**config.mk**
```make
export PLATFORM = sky130hd
export DESIGN_NAME = dib_dma_flat
export DESIGN_NICKNAME = d
export VERILOG_FILES = /design/src/dib_pkg.sv /design/src/dib_bus_if.sv /design/src/dib_dma.sv /design/src/dib_fifo.sv /design/src/flat_wrapper.sv
export VERILOG_INCLUDE_DIRS = /design/src /design/src/src
export SDC_FILE = /design/constraint.sdc
export NUM_CORES = 2
export LEC_CHECK = 0
export BUFFER_PORTS_ARGS = -buffer_cell sky130_fd_sc_hd__buf_2
export CORE_UTILIZATION = 50
export DETAILED_ROUTE_END_ITERATION = 10
export GPL_TIMING_DRIVEN = 0
export PLACE_DENSITY_LB_ADDON = 0.05
export RECOVER_POWER = 50
export SLEW_MARGIN = 20
export SYNTH_ARGS = -nofsm -noshare
export SYNTH_HDL_FRONTEND = slang
export SYNTH_HIERARCHICAL = 1
export SYNTH_SLANG_ARGS = --single-unit
```
**constraint.sdc**
```tcl
create_clock -name clk -period 7.58 [get_ports clk]
set_input_delay 0.379 -clock clk [delete_from_list [all_inputs] [get_ports clk]]
set_output_delay 0.379 -clock clk [all_outputs]
set_load 0.01 [all_outputs]
```
**src/dib_cfg.svh**
```systemverilog
// Summary of operation
// - Length given in bytes, up to 2^24 - 1.
// - Every beat moves one 32-bit longword.
// - Software loads length and start address first.
// - Keep draining FIFO until length is exhausted.
// - Release bus when FIFO is empty.
// - Drive bus only under grant; host owns priority.
// - Completion sets polled bit and optional interrupt.
// - Stop on last word or on abort.
// - Scatter-gather follows a chain of descriptors.
// - Descriptor pointers are 16-byte aligned.
// - Contiguous buffer is longword aligned.
// - Count is zero in chain mode; descriptors give length.
// - Flush select one empties FIFO before sampling.
// - Stop-on-done one halts sampling at completion; a zero-length block start uses the stop select of the previous control write.
// - Transfer status reads one while busy, zero done.
// - Push into full FIFO sets sticky overrun.
`ifndef DIB_CFG_SVH
`define DIB_CFG_SVH
`define DIB_FIFO_DEPTH   16
`define DIB_FIFO_AW      4
`define DIB_REG_CTRL     8'h00
`define DIB_REG_ADDR     8'h04
`define DIB_REG_COUNT    8'h08
`define DIB_REG_STATUS   8'h0c
`define DIB_REG_INT_STAT 8'h10
`define DIB_REG_INT_MASK 8'h14
`define DIB_CTRL_START   0
`define DIB_CTRL_ABORT   1
`define DIB_CTRL_CHAIN   2
`define DIB_CTRL_FLUSH   3
`define DIB_CTRL_STOP    4
`define DIB_IRQ_DONE     0
`define DIB_IRQ_OVR      1
`define DIB_DESC_BUF     2'h0
`define DIB_DESC_LEN     2'h1
`define DIB_DESC_NEXT    2'h2
`define DIB_DESC_ALIGN   32'hffff_fff0
`define DIB_BEAT_BYTES   32'h0000_0004
`endif

```
**src/dib_pkg.sv**
```systemverilog
package dib_pkg;
    typedef enum logic [2:0] {
        DIB_IDLE = 3'h1,
        DIB_DESC = 3'h2,
        DIB_XFER = 3'h4
    } dib_state_type;

    typedef struct packed {
        dib_state_type state;
        logic          busy;
        logic          sampling;
        logic          abort_pend;
        logic          chain;
        logic          stop_sel;
        logic          flush;
        logic [31:0]   addr;
        logic [23:0]   count;
        logic [31:0]   ptr;
        logic [31:0]   buf_addr;
        logic [21:0]   words;
        logic [1:0]    idx;
        logic          req;
        logic          valid;
        logic          we;
        logic [31:0]   baddr;
        logic [31:0]   wdata;
        logic [1:0]    int_stat;
        logic [1:0]    int_mask;
        logic          irq;
        logic          pready;
        logic          pslverr;
        logic [31:0]   prdata;
        logic [31:0]   di_s1;
        logic [31:0]   di_s2;
        logic          stb_s1;
        logic          stb_s2;
        logic          stb_prev;
    } dib_dma_type;

    typedef struct packed {
        logic [15:0][31:0] mem;
        logic [4:0]        wptr;
        logic [4:0]        rptr;
    } dib_fifo_type;

    typedef struct packed {
        logic        gnt;
        logic        ready;
        logic        busy;
        logic [31:0] rdata;
        logic        mem_wr;
        logic        mem_rd;
        logic [31:0] mem_addr;
        logic [31:0] mem_wdata;
    } dib_host_type;

    // Rounds a byte count down to whole longwords.
    function automatic logic [21:0] dib_words(input logic [23:0] bytes);
        return bytes[23:2];
    endfunction : dib_words
endpackage : dib_pkg

```
**src/dib_bus_if.sv**
```systemverilog
`timescale 1ns/10ps
interface dib_bus_if;
    logic        req;
    logic        gnt;
    logic        valid;
    logic        we;
    logic [31:0] addr;
    logic [31:0] wdata;
    logic        ready;
    logic [31:0] rdata;

    modport dev  (output req, valid, we, addr, wdata,
                  input  gnt, ready, rdata);
    modport host (input  req, valid, we, addr, wdata,
                  output gnt, ready, rdata);
endinterface : dib_bus_if

```
**src/dib_dma.sv**
```systemverilog
`timescale 1ns/10ps
`include "dib_cfg.svh"
module dib_dma import dib_pkg::*; (
    input  wire logic        clk,       // System clock, 100 MHz.
    input  wire logic        srst,      // Synchronous reset, high.
    input  wire logic        ce,        // Clock enable.
    input  wire logic        psel,      // APB select.
    input  wire logic        penable,   // APB enable.
    input  wire logic        pwrite,    // APB direction.
    input  wire logic [7:0]  paddr,     // APB byte address.
    input  wire logic [31:0] pwdata,    // APB write data.
    output logic [31:0]      prdata,    // APB read data.
    output logic             pready,    // APB ready.
    output logic             pslverr,   // APB error.
    input  wire logic [31:0] di_data,   // Input port pins.
    input  wire logic        di_strobe, // Sample clock pin.
    output logic             sampling,  // Sampling active.
    output logic             irq,       // Interrupt, high level.
    dib_bus_if.dev           bus        // System bus master side.
);
    dib_dma_type q;
    dib_dma_type d;
    logic        f_wr_ready;
    logic        f_rd_valid;
    logic [31:0] f_rd_data;
    logic        push;
    logic        pop;
    logic        wr_acc;
    logic        done_ev;
    logic        ovr_ev;
    logic        stop_now;
    logic [1:0]  clr;
    logic [31:0] rd_mux;
    logic        hit;

    dib_fifo u_fifo (
        .clk      (clk),
        .srst     (srst),
        .ce       (ce),
        .flush    (q.flush),
        .wr_valid (push),
        .wr_data  (q.di_s2),
        .wr_ready (f_wr_ready),
        .rd_valid (f_rd_valid),
        .rd_data  (f_rd_data),
        .rd_ready (pop)
    );

    // The data lines pass the same two stages as the strobe, so the word
    // sampled on the strobe edge is the one present as the strobe rose;
    // this is safe for a source that holds the word across its strobe.
    assign push = q.stb_s2 && !q.stb_prev && q.sampling;

    always_comb begin
        d         = q;
        pop       = 1'b0;
        done_ev   = 1'b0;
        stop_now  = 1'b0;
        clr       = 2'h0;
        rd_mux    = 32'h0000_0000;
        hit       = 1'b1;
        d.flush   = 1'b0;
        d.di_s1   = di_data;
        d.di_s2   = q.di_s1;
        d.stb_s1  = di_strobe;
        d.stb_s2  = q.stb_s1;
        d.stb_prev = q.stb_s2;
        ovr_ev    = push && !f_wr_ready && !q.flush;

        if (paddr == `DIB_REG_CTRL) begin
            rd_mux = {27'h0, q.stop_sel, 1'b0, q.chain, 2'h0};
        end else if (paddr == `DIB_REG_ADDR) begin
            rd_mux = q.addr;
        end else if (paddr == `DIB_REG_COUNT) begin
            rd_mux = {8'h00, q.count};
        end else if (paddr == `DIB_REG_STATUS) begin
            rd_mux = {28'h0, q.sampling, q.int_stat[`DIB_IRQ_OVR],
                      q.int_stat[`DIB_IRQ_DONE], q.busy};
        end else if (paddr == `DIB_REG_INT_STAT) begin
            rd_mux = {30'h0, q.int_stat};
        end else if (paddr == `DIB_REG_INT_MASK) begin
            rd_mux = {30'h0, q.int_mask};
        end else begin
            hit = 1'b0;
        end

        d.pready  = 1'b0;
        d.pslverr = 1'b0;
        if (psel && !penable) begin
            d.pready  = 1'b1;
            d.prdata  = pwrite ? 32'h0000_0000 : rd_mux;
            d.pslverr = !hit;
        end
        wr_acc = psel && penable && pwrite && q.pready && !q.pslverr;

        if (wr_acc) begin
            if (paddr == `DIB_REG_CTRL) begin
                d.chain    = pwdata[`DIB_CTRL_CHAIN];
                d.stop_sel = pwdata[`DIB_CTRL_STOP];
                if (pwdata[`DIB_CTRL_ABORT] && q.busy) begin
                    d.abort_pend = 1'b1;
                end
            end else if (paddr == `DIB_REG_ADDR) begin
                d.addr = pwdata;
            end else if (paddr == `DIB_REG_COUNT) begin
                d.count = pwdata[23:0];
            end else if (paddr == `DIB_REG_INT_STAT) begin
                clr = pwdata[1:0];
            end else if (paddr == `DIB_REG_INT_MASK) begin
                d.int_mask = pwdata[1:0];
            end
        end

        case (q.state)
            DIB_IDLE: begin
                if (wr_acc && paddr == `DIB_REG_CTRL &&
                    pwdata[`DIB_CTRL_START]) begin
                    d.busy     = 1'b1;
                    d.sampling = 1'b1;
                    d.flush    = pwdata[`DIB_CTRL_FLUSH];
                    d.idx      = `DIB_DESC_BUF;
                    if (pwdata[`DIB_CTRL_CHAIN]) begin
                        d.ptr   = q.addr & `DIB_DESC_ALIGN;
                        d.state = DIB_DESC;
                    end else begin
                        d.baddr = {q.addr[31:2], 2'b00};
                        d.words = dib_words(q.count);
                        d.ptr   = 32'h0000_0000;
                        if (dib_words(q.count) == 22'h0) begin
                            done_ev = 1'b1;
                        end else begin
                            d.state = DIB_XFER;
                        end
                    end
                end
            end
            DIB_DESC: begin
                if (q.abort_pend && !q.valid) begin
                    stop_now = 1'b1;
                end else begin
                    d.req = 1'b1;
                    if (!q.valid && bus.gnt && q.req) begin
                        d.valid = 1'b1;
                        d.we    = 1'b0;
                        d.baddr = q.ptr + {28'h0, q.idx, 2'b00};
                    end
                    if (q.valid && bus.ready) begin
                        d.valid = 1'b0;
                        d.idx   = q.idx + 2'h1;
                        if (q.idx == `DIB_DESC_BUF) begin
                            d.buf_addr = {bus.rdata[31:2], 2'b00};
                        end else if (q.idx == `DIB_DESC_LEN) begin
                            d.words = dib_words(bus.rdata[23:0]);
                        end else begin
                            d.idx   = `DIB_DESC_BUF;
                            d.ptr   = bus.rdata & `DIB_DESC_ALIGN;
                            d.baddr = q.buf_addr;
                            if (q.words != 22'h0) begin
                                d.state = DIB_XFER;
                            end else if (d.ptr == 32'h0000_0000) begin
                                done_ev = 1'b1;
                            end
                        end
                    end
                end
            end
            DIB_XFER: begin
                if (q.abort_pend && !q.valid) begin
                    stop_now = 1'b1;
                end else if (q.valid) begin
                    if (bus.ready) begin
                        d.valid = 1'b0;
                        d.baddr = q.baddr + `DIB_BEAT_BYTES;
                        d.words = q.words - 22'h1;
                        if (q.words == 22'h1) begin
                            if (q.chain && q.ptr != 32'h0000_0000) begin
                                d.state = DIB_DESC;
                            end else begin
                                done_ev = 1'b1;
                            end
                        end
                    end
                end else if (f_rd_valid) begin
                    d.req = 1'b1;
                    // A grant left over from a request that has just
                    // fallen is not used; the beat waits for a new one.
                    if (bus.gnt && q.req) begin
                        pop     = 1'b1;
                        d.valid = 1'b1;
                        d.we    = 1'b1;
                        d.wdata = f_rd_data;
                    end
                end else begin
                    d.req = 1'b0;
                end
            end
            default: begin
                stop_now = 1'b1;
            end
        endcase

        if (done_ev || stop_now) begin
            d.state      = DIB_IDLE;
            d.busy       = 1'b0;
            d.req        = 1'b0;
            d.valid      = 1'b0;
            d.abort_pend = 1'b0;
        end
        if (done_ev && q.stop_sel) begin
            d.sampling = 1'b0;
        end
        // A new event wins over a clear written in the same cycle.
        d.int_stat = (q.int_stat & ~clr) | {ovr_ev, done_ev};
        d.irq      = |(d.int_stat & d.int_mask);
    end

    always_ff @(posedge clk) begin
        if (srst) begin
            q       <= '0;
            q.state <= DIB_IDLE;
        end else if (ce) begin
            q <= d;
        end
    end

    assign prdata    = q.prdata;
    assign pready    = q.pready;
    assign pslverr   = q.pslverr;
    assign sampling  = q.sampling;
    assign irq       = q.irq;
    assign bus.req   = q.req;
    assign bus.valid = q.valid;
    assign bus.we    = q.we;
    assign bus.addr  = q.baddr;
    assign bus.wdata = q.wdata;
endmodule : dib_dma

```
**src/dib_fifo.sv**
```systemverilog
`timescale 1ns/10ps
`include "dib_cfg.svh"
module dib_fifo import dib_pkg::*; (
    input  wire logic        clk,      // System clock.
    input  wire logic        srst,     // Synchronous reset.
    input  wire logic        ce,       // Clock enable.
    input  wire logic        flush,    // Empties the FIFO.
    input  wire logic        wr_valid, // Push request.
    input  wire logic [31:0] wr_data,  // Pushed word.
    output logic             wr_ready, // Not full.
    output logic             rd_valid, // Not empty.
    output logic [31:0]      rd_data,  // Head word.
    input  wire logic        rd_ready  // Pop request.
);
    dib_fifo_type q;
    dib_fifo_type d;
    logic [4:0]   used;

    assign used     = q.wptr - q.rptr;
    assign wr_ready = (used != 5'h10);
    assign rd_valid = (used != 5'h00);
    assign rd_data  = q.mem[q.rptr[3:0]];

    always_comb begin
        d = q;
        if (flush) begin
            d.rptr = q.wptr;
        end else begin
            if (wr_valid && wr_ready) begin
                d.mem[q.wptr[3:0]] = wr_data;
                d.wptr = q.wptr + 5'h01;
            end
            if (rd_ready && rd_valid) begin
                d.rptr = q.rptr + 5'h01;
            end
        end
    end

    always_ff @(posedge clk) begin
        if (srst) begin
            q <= '0;
        end else if (ce) begin
            q <= d;
        end
    end
endmodule : dib_fifo

```
**src/flat_wrapper.sv**
```systemverilog
// flat-port wrapper written by rule: the top's interface ports become plain ports
module dib_dma_flat import dib_pkg::*;
  (clk, srst, ce, psel, penable, pwrite, paddr, pwdata, prdata, pready, pslverr, di_data, di_strobe, sampling, irq, bus_req, bus_valid, bus_we, bus_addr, bus_wdata, bus_gnt, bus_ready, bus_rdata);
  dib_bus_if bus_i ();
  input  wire logic clk;
  input  wire logic srst;
  input  wire logic ce;
  input  wire logic psel;
  input  wire logic penable;
  input  wire logic pwrite;
  input  wire logic [7:0] paddr;
  input  wire logic [31:0] pwdata;
  output logic [31:0] prdata;
  output logic pready;
  output logic pslverr;
  input  wire logic [31:0] di_data;
  input  wire logic di_strobe;
  output logic sampling;
  output logic irq;
  output wire logic [$bits(bus_i.req)-1:0] bus_req;
  output wire logic [$bits(bus_i.valid)-1:0] bus_valid;
  output wire logic [$bits(bus_i.we)-1:0] bus_we;
  output wire logic [$bits(bus_i.addr)-1:0] bus_addr;
  output wire logic [$bits(bus_i.wdata)-1:0] bus_wdata;
  input wire logic [$bits(bus_i.gnt)-1:0] bus_gnt;
  input wire logic [$bits(bus_i.ready)-1:0] bus_ready;
  input wire logic [$bits(bus_i.rdata)-1:0] bus_rdata;
  assign bus_req = bus_i.req;
  assign bus_valid = bus_i.valid;
  assign bus_we = bus_i.we;
  assign bus_addr = bus_i.addr;
  assign bus_wdata = bus_i.wdata;
  assign bus_i.gnt = bus_gnt;
  assign bus_i.ready = bus_ready;
  assign bus_i.rdata = bus_rdata;
  dib_dma u_core (.clk(clk), .srst(srst), .ce(ce), .psel(psel), .penable(penable), .pwrite(pwrite), .paddr(paddr), .pwdata(pwdata), .prdata(prdata), .pready(pready), .pslverr(pslverr), .di_data(di_data), .di_strobe(di_strobe), .sampling(sampling), .irq(irq), .bus(bus_i));
endmodule
```
* Word level (Yosys, flattened, before mapping)
Cells that the tools add are included.
** Operators by class
- Add/subtract/negate cells :: 7
- Order comparisons :: 3
- Equal/unequal tests :: 39
- Multiplexer cells :: 118
- Bitwise operators :: 9
- Reductions and logical operators :: 71
** Operators by type and width (count)
- $mux 32 :: 23
- $bwmux 512 :: 1
- $bmux 32 s4 :: 1
- $demux 32 s4 :: 1
- $mux 123 :: 1
- $mux 22 :: 5
- $pmux 32 s3 :: 1
- $mux 88 :: 1
- $mux 34 :: 2
- $mux 67 :: 1
- $pmux 22 s3 :: 1
- $pmux 32 s2 :: 1
- $mux 24 :: 2
- $mux 3 :: 14
- $mux 1 :: 37
- $mux 2 :: 17
- $add 32x3->32 const B :: 1
- $add 32x4->32 :: 1
- $logic_not 32->1 :: 1
- $reduce_bool 32->1 :: 1
- $reduce_and 5->1 :: 5
- $eq 22x1->1 const B :: 1
- $logic_and 1x1->1 :: 22
- $logic_not 22->1 :: 1
- 50 further kinds :: 105
** Storage, ports and cells
- Register bits :: 846
- Input port bits :: 113
- Word-level logic and storage cells :: 294

* Longest topological paths before layout
- Depth in word-level cells :: 11
- Depth in mapped cells :: 16
- Gate-level depth less buffers :: 12

* By module
Netlist, hierarchy kept.
** By module, submodules not included
- dib_fifo :: instances 1, cells an instance 2202, area an instance 23334.9 µm², seq. area each 10450.0 µm²
- dib_dma :: instances 1, cells an instance 1891, area an instance 15359.7 µm², seq. area each 6406.1 µm²

* Worst setup path before layout
OpenSTA, ideal clock, no wires.
- Path kind :: register -> register
- From :: reg u_core/u_fifo/q[2] in the netlist's numbering
- To :: reg u_core/u_fifo/q[2] in the netlist's numbering
- Arrival time :: 3642 ps
- Setup slack :: 3817 ps
- Stages on the path, launching flop included :: 17
- Path buffers :: 4
- Period minus slack after synthesis :: 3763 ps
- Cell sequence :: dfxtp_1 -> buf_2 -> clkbuf_1 -> buf_2 -> clkinv_1 -> clkbuf_1 -> ha_1 -> or2_2 -> o22ai_1 -> xor2_1 -> and2_1 -> nand2_1 -> nand2_1 -> nor3_1 -> o21ai_0 -> a31o_2 -> mux2_2
** On the way
- Longest elaborated chain between the ends :: 9
- Elaborated cells on any way between the ends :: 12
** Ends and longest elaborated chain
- start, declared :: RTL line dib_fifo.sv:15 : dib_fifo_type q;
- start signal, assigned :: RTL line dib_fifo.sv:41 : q <= '0;
- start signal, assigned :: RTL line dib_fifo.sv:43 : q <= d;
- $sub 5x5->5 :: RTL line dib_fifo.sv:19 : assign used = q.wptr - q.rptr;
- $reduce_bool 5->1 :: RTL line dib_fifo.sv:21 : assign rd_valid = (used != 5'h00);
- via u_core.f_rd_valid :: RTL line dib_dma.sv:24 : logic f_rd_valid;
- $mux 1 :: RTL line dib_dma.sv:183 : end else if (f_rd_valid) begin
- $mux 1 :: RTL line dib_dma.sv:170 : end else if (q.valid) begin
- $mux 1 :: RTL line dib_dma.sv:168 : if (q.abort_pend && !q.valid) begin
- $mux 1 :: RTL line dib_dma.sv:114 : case (q.state)
- via u_core.pop :: RTL line dib_dma.sv:27 : logic pop;
- $logic_and 1x1->1 :: RTL line dib_fifo.sv:33 : if (rd_ready && rd_valid) begin
- $reduce_bool 2->1 (no line)
- $reduce_and 2->1 (no line)
The timed path passes the listed nets, and every way through them passes these cells. The select of a mux whose other input is x is not followed.
A chain may end at the register's enable or synchronous reset.

* Worst setup path after layout
- From :: reg u_core/u_fifo/q[2] in the netlist's numbering
- To :: reg u_core/u_fifo/q[219] in the netlist's numbering
** On the way
- Longest elaborated chain between the ends :: 4
** Ends and longest elaborated chain
- $sub 5x5->5 :: RTL line dib_fifo.sv:19
- $ne 5x5->1 :: RTL line dib_fifo.sv:20 : assign wr_ready = (used != 5'h10);
- $logic_and 1x1->1 :: RTL line dib_fifo.sv:29 : if (wr_valid && wr_ready) begin
- $reduce_and 3->1 (no line)
Every way passes these cells.

==> summary.txt <==
Route
  – Remaining antenna violation count: 0
  – Final wirelength: 139.9 mm
  – Pre-Repair DR Iteration Count: 9
  – DR iter-0 viols: 3403
  – Wire length per cell: 25.15 µm
  – DR vias: 32860
  – DRC: 0
  – Vias per inst: 5.905

Floorplanning
  – Die footprint: 78510 µm²
  – FP Rows: 101
  – Die width: 280.2 µm
  – Die Span Y: 280.2 µm
  – Core Box Area: 76200 µm²
  – Initial Util: 0.5078
  – # IOs: 216

Clocking
  – CTS tree: yes
  – Clk root buf: clkbuf_16
  – H-tree levels: 3
  – CTS max path bufs: 3
  – Reg clk slew, reported paths: 0.06 ns
  – Worst-Skew Late Latency: 0.66 ns
  – TritonCTS Buffers: 91
  – CTS sink cnt: 842
  – Postcts setup bufs: 0

Status
  – Status: completed

Synthesis
  – Yosys top cell area share: 0.4356
  – Number of distinct library cells after synthesis: 91
  – Async set or reset register ratio after synthesis: 0
  – Post-synth EDFFs: 0
  – Mapped Nets: 4219
  – Synth warn: 6
  – Post-synth top area cell: dfxtp_1
  – Register area share after synthesis: 0.4356
  – Yosys reg bits: 842
  – Most common flop cell mapped by yosys: dfxtp_1
  – Avg Inst Size Synth: 9.454 µm²
  – Synth Cell Area: 38690 µm²
  – Synth top area cells: dfxtp_1 44%, mux2i_1 16%, nand2_1 9.7%
  – Syn Inst Count: 4093

Setup path
  – WP buf/inv: 7
  – CP top delay family: buffers and inverters
  – Critical path class: reg -> reg
  – Worst Path Arrival: 7.35 ns
  – Worst path cell trace: buf_2, clkbuf_1, clkbuf_1, clkinv_1, clkbuf_1, ha_1, o211a_1, or3_4, a41oi_1, clkbuf_1, nand3_1, buf_6, mux2i_1
  – Crit-path max FO: 10
  – Worst EP required: 8.09 ns
  – CP Capture Type: flop
  – Slowest cell delay on critical path: 0.84 ns
  – Most used cell, CP: clkbuf_1
  – Crit-path slowest cell: clkbuf_1
  – Worst setup SP type: flop

GRT
  – Vias in the first global route: 31020
  – Largest net degree at the start of global routing: 14
  – Gr usage total: 0.3511
  – Initial antenna violation count: 5
  – First-pass GRT wire length: 204.5 mm
  – Total gr overflow: 0

STA
  – Final Hold Vio Count: 0
  – Post-layout worst setup margin: 0.7375 ns
  – Final Critical Period: 6.842 ns
  – Tcrit/Tclk final: 0.9027
  – RSZ-0062 raised after global routing: false
  – Final setup TNS: 0 ns
  – Clock Skew: 0.02498 ns
  – Slew Limit Headroom: 0.03935
  – Fmax: 146.1 MHz
  – Least-Margin Pin Slew: 1.441 ns
  – Final Max Tran Viols: 0
  – Setup violators final: 0

Placed design
  – Worst slack, placed: 1.686 ns
  – Port buffer count: 211
  – Routability congestion estimate: 0.9649
  – DP HPWL: 100.4 mm
  – Placed inst area: 41040 µm²

Power
  – Max VDD drop: 0.2015 mV
  – Pleak: 18.76 nW
  – Total power density per cell area: 215.8 nW/µm²
  – Total power: 9.612 mW

Layout
  – Layout cells sized above 1: 0.1421
  – Area Growth Syn to Fin: 15.11%
  – Fin nets: 4586
  – Final Core Density: 0.5845
  – Fin area: 44540 µm²

Job
  – Max-cap violations: 0

Min path
  – Worst hold path class: in -> reg
==> layout by cell type, fill, tap and decap left out, types with 27 or more instances in the layout <==
| cell type | synthesis | routed |
|---|---|---|
| a211oi_1 | 20 | 31 |
| a21oi_1 | 177 | 177 |
| a222oi_1 | 30 | 30 |
| a22oi_1 | 48 | 48 |
| a31oi_1 | 52 | 52 |
| and3_1 | 46 | 46 |
| buf_2 | 43 | 178 |
| buf_4 | 116 | 63 |
| buf_6 | 34 | 27 |
| clkbuf_1 | 218 | 333 |
| clkbuf_16 | 0 | 94 |
| clkbuf_4 | 0 | 42 |
| dfxtp_1 | 842 | 842 |
| dlygate4sd3_1 | 0 | 63 |
| mux2i_1 | 601 | 601 |
| mux4_2 | 128 | 128 |
| nand2_1 | 999 | 999 |
| nand3_1 | 32 | 37 |
| nor2_1 | 280 | 279 |
| nor3_1 | 32 | 34 |
| nor4_1 | 38 | 39 |
| o21ai_0 | 42 | 44 |
==> cells by family after synthesis <==
logic type	count (synthesis)	synth area share
xor+xnor	31	0.007017
fa+ha+maj	13	0.004204
simple gates	1532	0.1711
compound gates	483	0.08572
mux	739	0.2329
buf+inv	453	0.06347
flops	842	0.4356
==> path summary, 6_finish.rpt <==
check,start,endpoint,slack (ns),cells after the start
max reg2reg,u_core/u_fifo/q[2],u_core/u_fifo/q[219],0.74,13
min,bus_rdata[15],u_core/q[212],0.03,3
max,u_core/u_fifo/q[2],u_core/u_fifo/q[219],0.74,13
min reg2reg,u_core/bus.wdata[27],u_core/bus.wdata[27],0.45,2
==> sequential cells by signal, summed over array words and instances (netlist names) <==
name,flops
u_core/bus.req,1
u_core/u_fifo/q,522
u_core/bus.addr,32
u_core/bus.we,1
u_core/irq,1
u_core/prdata,32
u_core/d,34
u_core/bus.wdata,32
u_core/pready,1
u_core/bus.valid,1
u_core/sampling,1
u_core/q,183
u_core/pslverr,1
==> cells in the mapped netlist (10+ instances only) <==
cell type	instances
ha_1	13
nor2_1	280
or3_1	10
nor3_1	32
mux2i_1	601
a22oi_1	48
dfxtp_1	842
nand4_1	18
mux4_2	128
buf_1	17
buf_4	116
a211oi_2	21
mux2_2	10
buf_6	34
nand3_4	13
a31oi_1	52
and3_1	46
a222oi_1	30
xnor2_1	14
a211oi_1	20
o21ai_0	42
clkbuf_1	218
nand2_1	999
o211ai_1	12
buf_2	43
nand3_1	32
xor2_1	17
inv_1	22
nor4_1	38
a221oi_1	17
a21oi_1	177
==> power breakdown <==
part,switching [mW],total [mW],internal (mW),leakage [nW]
combinational,0.246,0.330,0.0844,10.4
clock,1.89,4.82,2.94,1.61
sequential,0.0150,4.46,4.44,6.79
total,2.15,9.61,7.46,18.8
==> area by class of cell <==
| cell class | count | area [µm²] |
|---|---|---|
| timing repair buffer | 274 | 1609 |
| antenna | 2 | 5.005 |
| clock inverter | 32 | 521.8 |
| multi-input combinational | 2798 | 19190 |
| clock buffer | 134 | 2733 |
| sequential | 842 | 16860 |
| buffer | 429 | 2247 |
| tap | 1030 | 1289 |
| inverter | 24 | 90.09 |
| fill | 7018 | 31660 |
==> metal layers <==
| metal | GRT usage | share of wire | vias up |
|---|---|---|---|
| li1 | - | - | 14960 |
| met1 | 0.4836 | 0.43 | 16100 |
| met2 | 0.5341 | 0.44 | 1504 |
| met3 | 0.08069 | 0.092 | 287 |
| met4 | 0.1320 | 0.040 | 2 |
| met5 | 0 | 0.000079 | - |
==> through the flow <==
stage	std cells	hold WS, ns
floorplan	4093	0.4311
global placement	5334	0.4413
detailed placement	5334	0.4461
CTS	5563	0.0001585
global route	5565	0.02547
finish	5565	0.02795
==> tightest hold or removal path, stage by stage <==
cell and delay, ns:
buf_2 0.13, nand2_1 0.07, a21oi_1 0.05
==> repair_timing <==
| action | in CTS | in global routing |
|---|---|---|
| hold buffers | 63 | 0 |
| hold endpoints to repair | 81 | 0 |
| gates resized for setup | 0 | 0 |
Power figures use the tool's default switching activity.
